`config.mk`:
```
export PLATFORM = sky130hd
export DESIGN_NAME = spl_device_flat
export DESIGN_NICKNAME = d
export VERILOG_FILES = /design/src/spl_pkg.sv /design/src/spl_link_if.sv /design/src/spl_device.sv /design/src/flat_wrapper.sv
export SDC_FILE = /design/constraint.sdc
export NUM_CORES = 1
export LEC_CHECK = 0
export ABC_AREA = 0
export ABC_CLOCK_PERIOD_IN_PS = 3700
export BUFFER_PORTS_ARGS = -buffer_cell sky130_fd_sc_hd__buf_4
export CAP_MARGIN = 10
export CORE_ASPECT_RATIO = 1.2
export CORE_MARGIN = 5
export CORE_UTILIZATION = 55
export DETAILED_ROUTE_END_ITERATION = 8
export PLACE_DENSITY = 0.8
export SLEW_MARGIN = 20
export SYNTH_ARGS = -nofsm -noshare
export SYNTH_HDL_FRONTEND = slang
export SYNTH_SLANG_ARGS = --single-unit
```
`constraint.sdc`:
```
create_clock -name clock -period 3.7 [get_ports clock]
set_input_delay 0.74 -clock clock [delete_from_list [all_inputs] [get_ports clock]]
set_output_delay 0.74 -clock clock [all_outputs]
set_load 0.05 [all_outputs]
```
`src/spl_pkg.sv`:
```
// Shared constants, symbol layout and helpers for the lane sync and swap pair.
// Assumes one 250 MHz clock; link symbols are already 8b/10b decoded code groups.
package spl_pkg;
	localparam int LANES = 4;
	typedef logic [9:0] spl_sym_t;
	localparam int SYM_VIOL = 9;
	localparam int SYM_K    = 8;
	localparam logic [7:0] COMMA_CODE = 8'hbc;
	localparam logic [7:0] ALIGN_CODE = 8'h7c;
	localparam spl_sym_t COMMA_SYM = 10'h1bc;
	localparam spl_sym_t ALIGN_SYM = 10'h17c;
	localparam logic [6:0] SYNC_MORE  = 7'h7f;
	localparam logic [1:0] ALIGN_LAST = 2'h3;
	localparam int CLK_NS      = 4;
	localparam int FALLBACK_NS = 4000;
	localparam int FALLBACK_CYC = (FALLBACK_NS + CLK_NS - 1) / CLK_NS;
	localparam logic [9:0] FALLBACK_LAST = 10'(FALLBACK_CYC - 1);
	localparam logic [11:0] OFF_CTRL = 12'h000;
	localparam logic [11:0] OFF_STAT = 12'h004;
	localparam logic [11:0] OFF_CH0  = 12'h008;
	localparam logic [11:0] OFF_CHEND = 12'h018;
	localparam int CTRL_SWAP_TX = 0;
	localparam int CTRL_SWAP_RX = 1;
	localparam int CTRL_SRST    = 2;
	localparam int CTRL_WIDE    = 3;
	localparam int CTRL_ODD_PD  = 4;
	localparam logic CTRL_WIDE_RST = 1'h1;
	localparam int STAT_ALIGNED  = 4;
	localparam int STAT_FALLBACK = 5;
	localparam int STAT_ODD_UP   = 6;
	localparam int CH_BOOST_LSB  = 8;
	typedef enum logic [1:0] {ST_SYNC, ST_ALIGN, ST_UP4, ST_UP1} spl_even_st_e;
	typedef enum logic [1:0] {PT_SYNC, PT_ALIGN, PT_UP} spl_ptn_st_e;

	function automatic logic sym_is(spl_sym_t s, logic [7:0] code);
		return !s[SYM_VIOL] && s[SYM_K] && s[7:0] == code;
	endfunction

	function automatic logic [1:0] lane_of(logic [1:0] idx, logic rev);
		return rev ? 2'h3 - idx : idx;
	endfunction

	function automatic spl_sym_t data_sym(logic [7:0] d);
		return {2'h0, d};
	endfunction

	function automatic logic [3:0] boost_half_db(logic [2:0] v);
		return {1'h0, v} + 4'h1;
	endfunction
endpackage
```
`src/spl_link_if.sv`:
```
// Serial link between the switch MAC lanes and its link partner.
// Each lane carries one decoded code group per clock; the bench joins both ends.
`timescale 1ns/100ps
interface spl_link_if;
	spl_pkg::spl_sym_t [3:0] dev_tx;
	spl_pkg::spl_sym_t [3:0] ptn_tx;

	modport dev (output dev_tx, input ptn_tx);
	modport ptn (output ptn_tx, input dev_tx);
endinterface

```
`src/spl_device.sv`:
```
// Even/odd port pair of one MAC: lane sync, 4x alignment, lane reversal, APB registers.
// Assumes an APB master on the clock and a link partner on spl_link_if.
//
// The register offsets and the APB register port were decided locally.
`timescale 1ns/100ps
module spl_device (
	input  wire logic                clock,
	input  wire logic                rst_n,
	input  wire logic                rx_lane_reverse_pin,
	input  wire logic                tx_lane_reverse_pin,
	input  wire logic                psel,
	input  wire logic                penable,
	input  wire logic                pwrite,
	input  wire logic [11:0]         paddr,
	input  wire logic [31:0]         pwdata,
	output logic                     pready,
	output logic      [31:0]         prdata,
	output logic                     pslverr,
	input  wire logic [3:0][7:0]     even_tx_data,
	input  wire logic                even_tx_valid,
	input  wire logic [7:0]          odd_tx_data,
	input  wire logic                odd_tx_valid,
	output logic      [3:0][7:0]     even_rx_data,
	output logic                     even_rx_valid,
	output logic      [7:0]          odd_rx_data,
	output logic                     odd_rx_valid,
	output logic                     even_link_up,
	output logic                     odd_link_up,
	output logic      [3:0][2:0]     chan_rx_boost,
	spl_link_if.dev                  link
);
	logic                      swap_tx_q, swap_rx_q, wide_q, odd_pd_q, srst_q, strap_q;
	logic [3:0][2:0]           boost_q;
	logic                      pready_q, pslverr_q;
	logic [31:0]               prdata_q, rdata_d;
	spl_pkg::spl_even_st_e     st_q, st_d;
	logic [1:0]                acnt_q, col_q;
	logic [9:0]                tmr_q;
	logic                      odd_up_q, even_up_q, even_rv_q, odd_rv_q;
	logic [3:0][7:0]           even_rd_q, even_rd_d;
	logic [7:0]                odd_rd_q;
	spl_pkg::spl_sym_t [3:0]   tx_q, tx_d, ds;
	spl_pkg::spl_sym_t [3:0]   rx;
	logic [3:0]                sync, isa, isk, viol;

	// APB slave: registered answer, pready high in the first access cycle
	wire apb_setup = psel & ~penable & ~pready_q;
	wire apb_wr    = psel & penable & pready_q & pwrite;
	wire is_ctrl   = paddr == spl_pkg::OFF_CTRL;
	wire is_stat   = paddr == spl_pkg::OFF_STAT;
	wire is_ch     = paddr >= spl_pkg::OFF_CH0 && paddr < spl_pkg::OFF_CHEND && paddr[1:0] == 2'h0;
	wire [11:0] ch_off = paddr - spl_pkg::OFF_CH0;
	wire [1:0]  ch_idx = ch_off[3:2];
	wire        hit    = is_ctrl | is_stat | is_ch;

	// Swap keeps the link down in 1x width and only reverses lanes in 4x
	wire tx_sw   = swap_tx_q & wide_q;
	wire rx_sw   = swap_rx_q & wide_q;
	wire blocked = ~wide_q & (swap_tx_q | swap_rx_q);
	wire all_sync = &sync;
	wire alla     = &isa;
	wire misal    = |isa & ~alla;
	wire fb_due   = tmr_q == spl_pkg::FALLBACK_LAST;
	wire odd_up_d = ~wide_q & ~odd_pd_q & sync[1];
	wire a_col    = col_q == 2'h0;
	wire spl_pkg::spl_sym_t idle4 = a_col ? spl_pkg::ALIGN_SYM : spl_pkg::COMMA_SYM;
	wire col_data = ~|isk & ~|viol;

	assign rx = link.ptn_tx;
	assign link.dev_tx = tx_q;
	assign pready = pready_q;
	assign prdata = prdata_q;
	assign pslverr = pslverr_q;
	assign even_rx_data = even_rd_q;
	assign even_rx_valid = even_rv_q;
	assign odd_rx_data = odd_rd_q;
	assign odd_rx_valid = odd_rv_q;
	assign even_link_up = even_up_q;
	assign odd_link_up = odd_up_q;
	assign chan_rx_boost = boost_q;

	always_comb begin
		rdata_d = 32'h0;
		if (is_ctrl) begin
			rdata_d[spl_pkg::CTRL_SWAP_TX] = swap_tx_q;
			rdata_d[spl_pkg::CTRL_SWAP_RX] = swap_rx_q;
			rdata_d[spl_pkg::CTRL_WIDE] = wide_q;
			rdata_d[spl_pkg::CTRL_ODD_PD] = odd_pd_q;
		end else if (is_stat) begin
			rdata_d[3:0] = sync;
			rdata_d[spl_pkg::STAT_ALIGNED] = st_q == spl_pkg::ST_UP4;
			rdata_d[spl_pkg::STAT_FALLBACK] = st_q == spl_pkg::ST_UP1 && wide_q;
			rdata_d[spl_pkg::STAT_ODD_UP] = odd_up_q;
		end else if (is_ch) begin
			rdata_d[2:0] = boost_q[ch_idx];
			rdata_d[spl_pkg::CH_BOOST_LSB +: 4] = spl_pkg::boost_half_db(boost_q[ch_idx]);
		end
	end

	always_ff @(posedge clock or negedge rst_n) begin
		if (!rst_n) begin
			pready_q <= 1'b0;
			pslverr_q <= 1'b0;
			prdata_q <= 32'h0;
		end else begin
			pready_q <= apb_setup;
			if (apb_setup) begin
				prdata_q <= rdata_d;
				pslverr_q <= ~hit;
			end
		end
	end

	always_ff @(posedge clock or negedge rst_n) begin
		if (!rst_n) begin
			swap_tx_q <= 1'b0;
			swap_rx_q <= 1'b0;
			wide_q <= spl_pkg::CTRL_WIDE_RST;
			odd_pd_q <= 1'b0;
			srst_q <= 1'b0;
			strap_q <= 1'b0;
			boost_q <= '0;
		end else begin
			strap_q <= 1'b1;
			srst_q <= 1'b0;
			if (!strap_q) begin
				swap_tx_q <= tx_lane_reverse_pin;
				swap_rx_q <= rx_lane_reverse_pin;
			end else if (apb_wr && is_ctrl) begin
				swap_tx_q <= pwdata[spl_pkg::CTRL_SWAP_TX];
				swap_rx_q <= pwdata[spl_pkg::CTRL_SWAP_RX];
				wide_q <= pwdata[spl_pkg::CTRL_WIDE];
				odd_pd_q <= pwdata[spl_pkg::CTRL_ODD_PD];
				srst_q <= pwdata[spl_pkg::CTRL_SRST];
			end
			if (apb_wr && is_ch) begin
				boost_q[ch_idx] <= pwdata[2:0];
			end
		end
	end

	// Per-lane sync counter and skew buffer, both on physical lanes
	for (genvar l = 0; l < spl_pkg::LANES; l++) begin : g_lane
		logic [6:0]                cnt_q;
		logic                      sync_q;
		logic [1:0]                skew_q;
		spl_pkg::spl_sym_t [2:0]   dly_q;
		wire comma = spl_pkg::sym_is(rx[l], spl_pkg::COMMA_CODE);

		assign sync[l] = sync_q;
		assign ds[l] = skew_q == 2'h0 ? rx[l] : dly_q[skew_q - 2'h1];
		assign isa[l] = spl_pkg::sym_is(ds[l], spl_pkg::ALIGN_CODE);
		assign isk[l] = ds[l][spl_pkg::SYM_K];
		assign viol[l] = ds[l][spl_pkg::SYM_VIOL];

		always_ff @(posedge clock or negedge rst_n) begin
			if (!rst_n) begin
				cnt_q <= 7'h0;
				sync_q <= 1'b0;
			end else if (srst_q || rx[l][spl_pkg::SYM_VIOL]) begin
				cnt_q <= 7'h0;
				sync_q <= 1'b0;
			end else if (!sync_q && comma) begin
				if (cnt_q == spl_pkg::SYNC_MORE) sync_q <= 1'b1;
				else cnt_q <= cnt_q + 7'h1;
			end
		end

		always_ff @(posedge clock or negedge rst_n) begin
			if (!rst_n) begin
				dly_q <= '0;
				skew_q <= 2'h0;
			end else begin
				dly_q <= {dly_q[1:0], rx[l]};
				if (srst_q) skew_q <= 2'h0;
				else if (st_q == spl_pkg::ST_ALIGN && misal && isa[l]) skew_q <= skew_q + 2'h1;
			end
		end
	end

	always_comb begin
		st_d = st_q;
		unique case (st_q)
			spl_pkg::ST_SYNC: begin
				if (wide_q && all_sync) st_d = spl_pkg::ST_ALIGN;
				else if (wide_q && fb_due) st_d = spl_pkg::ST_UP1;
				else if (!wide_q && sync[0] && !blocked) st_d = spl_pkg::ST_UP1;
			end
			spl_pkg::ST_ALIGN: begin
				if (!all_sync) st_d = spl_pkg::ST_SYNC;
				else if (alla && acnt_q == spl_pkg::ALIGN_LAST) st_d = spl_pkg::ST_UP4;
			end
			spl_pkg::ST_UP4: begin
				if (!all_sync) st_d = spl_pkg::ST_SYNC;
				else if (misal) st_d = spl_pkg::ST_ALIGN;
			end
			spl_pkg::ST_UP1: begin
				if (!sync[0] || blocked) st_d = spl_pkg::ST_SYNC;
			end
		endcase
		if (srst_q) st_d = spl_pkg::ST_SYNC;
	end

	always_ff @(posedge clock or negedge rst_n) begin
		if (!rst_n) begin
			st_q <= spl_pkg::ST_SYNC;
			acnt_q <= 2'h0;
			tmr_q <= 10'h0;
			col_q <= 2'h0;
		end else begin
			st_q <= st_d;
			col_q <= col_q + 2'h1;
			if (st_q != spl_pkg::ST_ALIGN || misal || |viol) acnt_q <= 2'h0;
			else if (alla) acnt_q <= acnt_q + 2'h1;
			if (st_q == spl_pkg::ST_SYNC && wide_q && sync[0] && !all_sync) begin
				if (!fb_due) tmr_q <= tmr_q + 10'h1;
			end else begin
				tmr_q <= 10'h0;
			end
		end
	end

	// Transmit lanes: commas until up, alignment cadence in 4x, data when up
	always_comb begin
		for (int l = 0; l < spl_pkg::LANES; l++) begin
			tx_d[l] = spl_pkg::COMMA_SYM;
			if (st_q == spl_pkg::ST_ALIGN) begin
				tx_d[l] = idle4;
			end else if (st_q == spl_pkg::ST_UP4) begin
				tx_d[l] = even_tx_valid ? spl_pkg::data_sym(even_tx_data[spl_pkg::lane_of(2'(l), tx_sw)]) : idle4;
			end else if (l == 0 && st_q == spl_pkg::ST_UP1) begin
				tx_d[l] = even_tx_valid ? spl_pkg::data_sym(even_tx_data[0]) : spl_pkg::COMMA_SYM;
			end else if (l == 1 && odd_up_q) begin
				tx_d[l] = odd_tx_valid ? spl_pkg::data_sym(odd_tx_data) : spl_pkg::COMMA_SYM;
			end
		end
	end

	always_comb begin
		even_rd_d = '0;
		for (int c = 0; c < spl_pkg::LANES; c++) begin
			if (st_q == spl_pkg::ST_UP4) even_rd_d[c] = ds[spl_pkg::lane_of(2'(c), rx_sw)][7:0];
		end
		if (st_q == spl_pkg::ST_UP1) even_rd_d[0] = rx[0][7:0];
	end

	always_ff @(posedge clock or negedge rst_n) begin
		if (!rst_n) begin
			tx_q <= {4{spl_pkg::COMMA_SYM}};
			even_rd_q <= '0;
			even_rv_q <= 1'b0;
			odd_rd_q <= 8'h0;
			odd_rv_q <= 1'b0;
			odd_up_q <= 1'b0;
			even_up_q <= 1'b0;
		end else begin
			tx_q <= tx_d;
			even_rd_q <= even_rd_d;
			even_rv_q <= (st_q == spl_pkg::ST_UP4 && col_data) ||
				(st_q == spl_pkg::ST_UP1 && rx[0][9:8] == 2'h0);
			odd_rd_q <= odd_up_q ? rx[1][7:0] : 8'h0;
			odd_rv_q <= odd_up_q && rx[1][9:8] == 2'h0;
			odd_up_q <= odd_up_d;
			even_up_q <= st_q == spl_pkg::ST_UP4 || st_q == spl_pkg::ST_UP1;
		end
	end
endmodule

```
`src/flat_wrapper.sv`:
```
// flat-port wrapper written by rule: the top's interface ports become plain ports
module spl_device_flat 
  (clock, rst_n, rx_lane_reverse_pin, tx_lane_reverse_pin, psel, penable, pwrite, paddr, pwdata, pready, prdata, pslverr, even_tx_data, even_tx_valid, odd_tx_data, odd_tx_valid, even_rx_data, even_rx_valid, odd_rx_data, odd_rx_valid, even_link_up, odd_link_up, chan_rx_boost, link_dev_tx, link_ptn_tx);
  spl_link_if link_i ();
  input  wire logic clock;
  input  wire logic rst_n;
  input  wire logic rx_lane_reverse_pin;
  input  wire logic tx_lane_reverse_pin;
  input  wire logic psel;
  input  wire logic penable;
  input  wire logic pwrite;
  input  wire logic [11:0] paddr;
  input  wire logic [31:0] pwdata;
  output logic pready;
  output logic      [31:0] prdata;
  output logic pslverr;
  input  wire logic [3:0][7:0] even_tx_data;
  input  wire logic even_tx_valid;
  input  wire logic [7:0] odd_tx_data;
  input  wire logic odd_tx_valid;
  output logic      [3:0][7:0] even_rx_data;
  output logic even_rx_valid;
  output logic      [7:0] odd_rx_data;
  output logic odd_rx_valid;
  output logic even_link_up;
  output logic odd_link_up;
  output logic      [3:0][2:0] chan_rx_boost;
  output wire logic [$bits(link_i.dev_tx)-1:0] link_dev_tx;
  input wire logic [$bits(link_i.ptn_tx)-1:0] link_ptn_tx;
  assign link_dev_tx = link_i.dev_tx;
  assign link_i.ptn_tx = link_ptn_tx;
  spl_device u_core (.clock(clock), .rst_n(rst_n), .rx_lane_reverse_pin(rx_lane_reverse_pin), .tx_lane_reverse_pin(tx_lane_reverse_pin), .psel(psel), .penable(penable), .pwrite(pwrite), .paddr(paddr), .pwdata(pwdata), .pready(pready), .prdata(prdata), .pslverr(pslverr), .even_tx_data(even_tx_data), .even_tx_valid(even_tx_valid), .odd_tx_data(odd_tx_data), .odd_tx_valid(odd_tx_valid), .even_rx_data(even_rx_data), .even_rx_valid(even_rx_valid), .odd_rx_data(odd_rx_data), .odd_rx_valid(odd_rx_valid), .even_link_up(even_link_up), .odd_link_up(odd_link_up), .chan_rx_boost(chan_rx_boost), .link(link_i));
endmodule
```
==> results by group <==
CTS
  – Hold Buf Count CTS: 0
  – Cts bufs inserted: 27
  – TritonCTS clock tree: built
  – Clk slew on worst S/H paths: 0.06 ns
  – Clock Latency Late Sink: 0.53 ns
  – Clk sink count: 286
  – CTS H-Tree Depth: 1
  – Maximum clock insertion buffer count: 3
  – Root buf cell: clkbuf_16

Run status
  – Status: finished, final reports clean

Logic synthesis
  – Async SR Flop Fraction: 100%
  – Main synth FF type: dfrtp_1
  – Synth unique cells: 73
  – Post-synthesis average cell area: 10.5 um^2
  – Syn Std Cell Area: 12,600 um^2
  – Number of flops mapped to enable cells by yosys: 0
  – Yosys reg bits: 286
  – Synth warnings: 0
  – Sequential share of the synthesized area: 57.2%
  – Mapped Cells: 1,192

Hold path
  – HP Class: in2async

Detailed routing
  – DR iter-0 viols: 747
  – Routed wire length: 31,800 um
  – Antenna viol nets, final: 0
  – Vias: 9,766
  – Via density: 5.75
  – DRC Markers: 0
  – Wire length per cell: 18.7 um
  – Drt pass-1 iters: 5

Finish
  – Final #Nets: 1,543
  – Filler cell count in the final layout: 1,602
  – # diodes: 0
  – Layout cells sized above 1: 26.1%
  – Syn-to-layout area delta: 21.9%
  – Commonest cells after routing, fill and taps aside: 262 x dfrtp_1, 240 x buf_4, 182 x nor2_1, 131 x nand2_1, 55 x a21oi_1
  – Most common cell after layout, fill and taps aside: dfrtp_1

Global routing
  – Largest net degree at the start of global routing: 76
  – Global-route wire length before repair: 52,000 um
  – Vias in the first global route: 10.2k
  – GRT Total Usage: 24.4%
  – Antenna violations before repair: 0
  – Grt ovf: 0

Timing
  – Fin crit period: 3.44 ns
  – Slew headroom: 46.2%
  – RSZ-0062 raised after global routing: no
  – Hold Fails Final Rpt: 0
  – Worst-Margin Slew: 0.801 ns
  – Final Skew: 0.00911 ns
  – Max frequency: 0.291 GHz
  – Max-slew violation count: 0
  – Post-route clock period utilization: 92.9%
  – Post-Route Setup TNS: 0 ns
  – Setup-failing EPs final: 0

Setup path
  – Data required time of the worst path: 4.08 ns
  – CP cell instances: clkinv_1 -> ha_1 -> mux2_2 -> a221oi_1 -> o221ai_1 -> nor4_1 -> nand2_1 -> a311oi_1 -> mux2i_1 -> nor2_1
  – Crit path kind: reg2reg
  – Slowest cell delay on critical path: 0.53 ns
  – Crit path launch type: register
  – CP Capture Type: register
  – Crit path max fanout: 4
  – Slowest CP cell: a221oi_1
  – CP arrival: 3.81 ns

Power
  – Power Dens Cells: 526 nW/um^2
  – Maximum vdd ir drop: 0.000369 V
  – Leak pwr: 7.14 nW
  – Total Power: 8.06 mW

Floorplanning
  – Initial core utilization: 56.0%
  – IO Count: 263
  – Rows: 60
  – Core area: 22,400 um^2
  – Die ar.: 26,000 um^2
  – Die Span Y: 176 um
  – Die X: 148 um

Place
  – DP HPWL: 22,600 um
  – I/O Buffers: 210
  – GP Congestion: 0.886

Run
  – Max cap viols: 0
[cells by family (layout without fill, tap and decap cells)]
group / Yosys count / after routing / share of synthesized area, %
fa+ha+maj: 12 / 12 / 1.19
buf+inv: 118 / 321 / 4.56
mux: 83 / 83 / 7.30
other cells: 2 / 26 / 0.0597
flops: 286 / 286 / 57.2
simple gates: 478 / 478 / 17.5
compound gates: 182 / 182 / 10.0
xor+xnor: 31 / 31 / 2.16
[per-stage QoR]
| step | hold slack, ns | cells | area (um^2) | util [%] | setup slack [ns] |
|---|---|---|---|---|---|
| floorplan | 0.349 | 1216 | 12700 | - | 0.549 |
| global placement | 0.353 | 1648 | 14400 | 64.1 | 0.287 |
| detailed placement | 0.358 | 1648 | 14400 | 64.1 | 0.236 |
| CTS | 0.170 | 1698 | 15300 | 68.2 | 0.181 |
| global route | 0.202 | 1698 | 15300 | 68.2 | 0.0665 |
| finish | 0.162 | 1698 | 15300 | 68.2 | 0.264 |
[worst paths after layout]
check / start / cells after the start / slack [ns] / to
max reg2reg: u_core.g_lane[1].skew_q[0]$_DFFE_PN0P_ / 10 / 0.26 / u_core.g_lane[1].skew_q[1]$_DFFE_PN0P_
max in group asynchronous: rst_n / 2 / 2.64 / u_core.link.dev_tx[12]$_DFF_PN1_
max: u_core.g_lane[1].skew_q[0]$_DFFE_PN0P_ / 10 / 0.26 / u_core.g_lane[1].skew_q[1]$_DFFE_PN0P_
min reg2reg: u_core.g_lane[3].dly_q[3]$_DFF_PN0_ / 0 / 0.37 / u_core.g_lane[3].dly_q[13]$_DFF_PN0_
min: rst_n / 1 / 0.16 / u_core.g_lane[2].cnt_q[5]$_DFFE_PN0P_
min in group clock: link_ptn_tx[24] / 1 / 0.33 / u_core.g_lane[2].dly_q[4]$_DFF_PN0_
[sequential cells by signal, summed over array words and instances, names as in the netlist, 2 cells and up]
name and flops:
u_core.even_rx_data 32, u_core.g_lane.skew_q 8, u_core.odd_rx_data 8, u_core.col_q 2, u_core.link.dev_tx 35, u_core.acnt_q 2
u_core.g_lane.dly_q 120, u_core.chan_rx_boost 12, u_core.prdata 11, u_core.g_lane.sync_q 4, u_core.tmr_q 10, u_core.st_q 2
u_core.g_lane.cnt_q 28
[layer usage]
metal,vias to the layer above,share of wire [%],global-route usage (%)
li1,4498,-,-
met2,390,52,42.8
met4,0,2.8,7.78
met5,-,0,0
met1,4810,39,31.1
met3,68,6.3,3.74
[critical path: cells and delay by family (launching register included)]
family                     cells  cell delay, ns
DFF                            1            0.36
muxes                          2            0.58
AOI/OAI and AO/OA              3            1.17
and+or+nand+nor                3            0.74
buffers and inverters          1            0.09
adders and majority gates      1            0.34
[final cells by class]
type	instances	area [um^2]	area share [%]
flip-flops and latches	286	7190	46.9
multi-input cells	812	4900	32.0
repair buffers	243	1860	12.1
clock buffers	36	759	4.96
well taps	279	349	2.28
clock inverters	14	159	1.04
inverters	28	105	0.686
[synth_stat cells (all sizes together) (4+ instances only)]
cell type    n  area, um^2
a211oi       4        30.0
a21oi       55         275
a221o       10         100
a221oi      13         120
a22oi        5        37.5
a31oi       12        75.1
and2        15        93.8
and3        13        81.3
buf         42         288
clkbuf      48         180
clkinv       4        15.0
dfrtp      262        6560
dfstp       24         631
ha          12         150
inv         24        90.1
mux2        39         439
mux2i       41         410
nand2      131         492
nand2b       4        25.0
nand3       37         185
nand3b       4        30.0
nand4       22         138
nor2       182         683
nor2b       10        70.1
nor3        26         135
nor4         6        37.5
o21ai       35         175
o2bb2ai      9        78.8
or2          7        43.8
or3          7        48.8
xnor2       12         105
xor2        19         166
[where the power goes]
group | internal (mW) | switching, mW | total [mW]
registers | 3.40 | 0.130 | 3.53
logic | 0.492 | 1.20 | 1.69
clock network | 1.66 | 1.18 | 2.84
[repair_timing]
action,in CTS,in global routing
setup buffers,0,0
resized for setup,0,1
setup endpoints to repair,0,1
No activity file was read; power rests on OpenSTA's default activity.
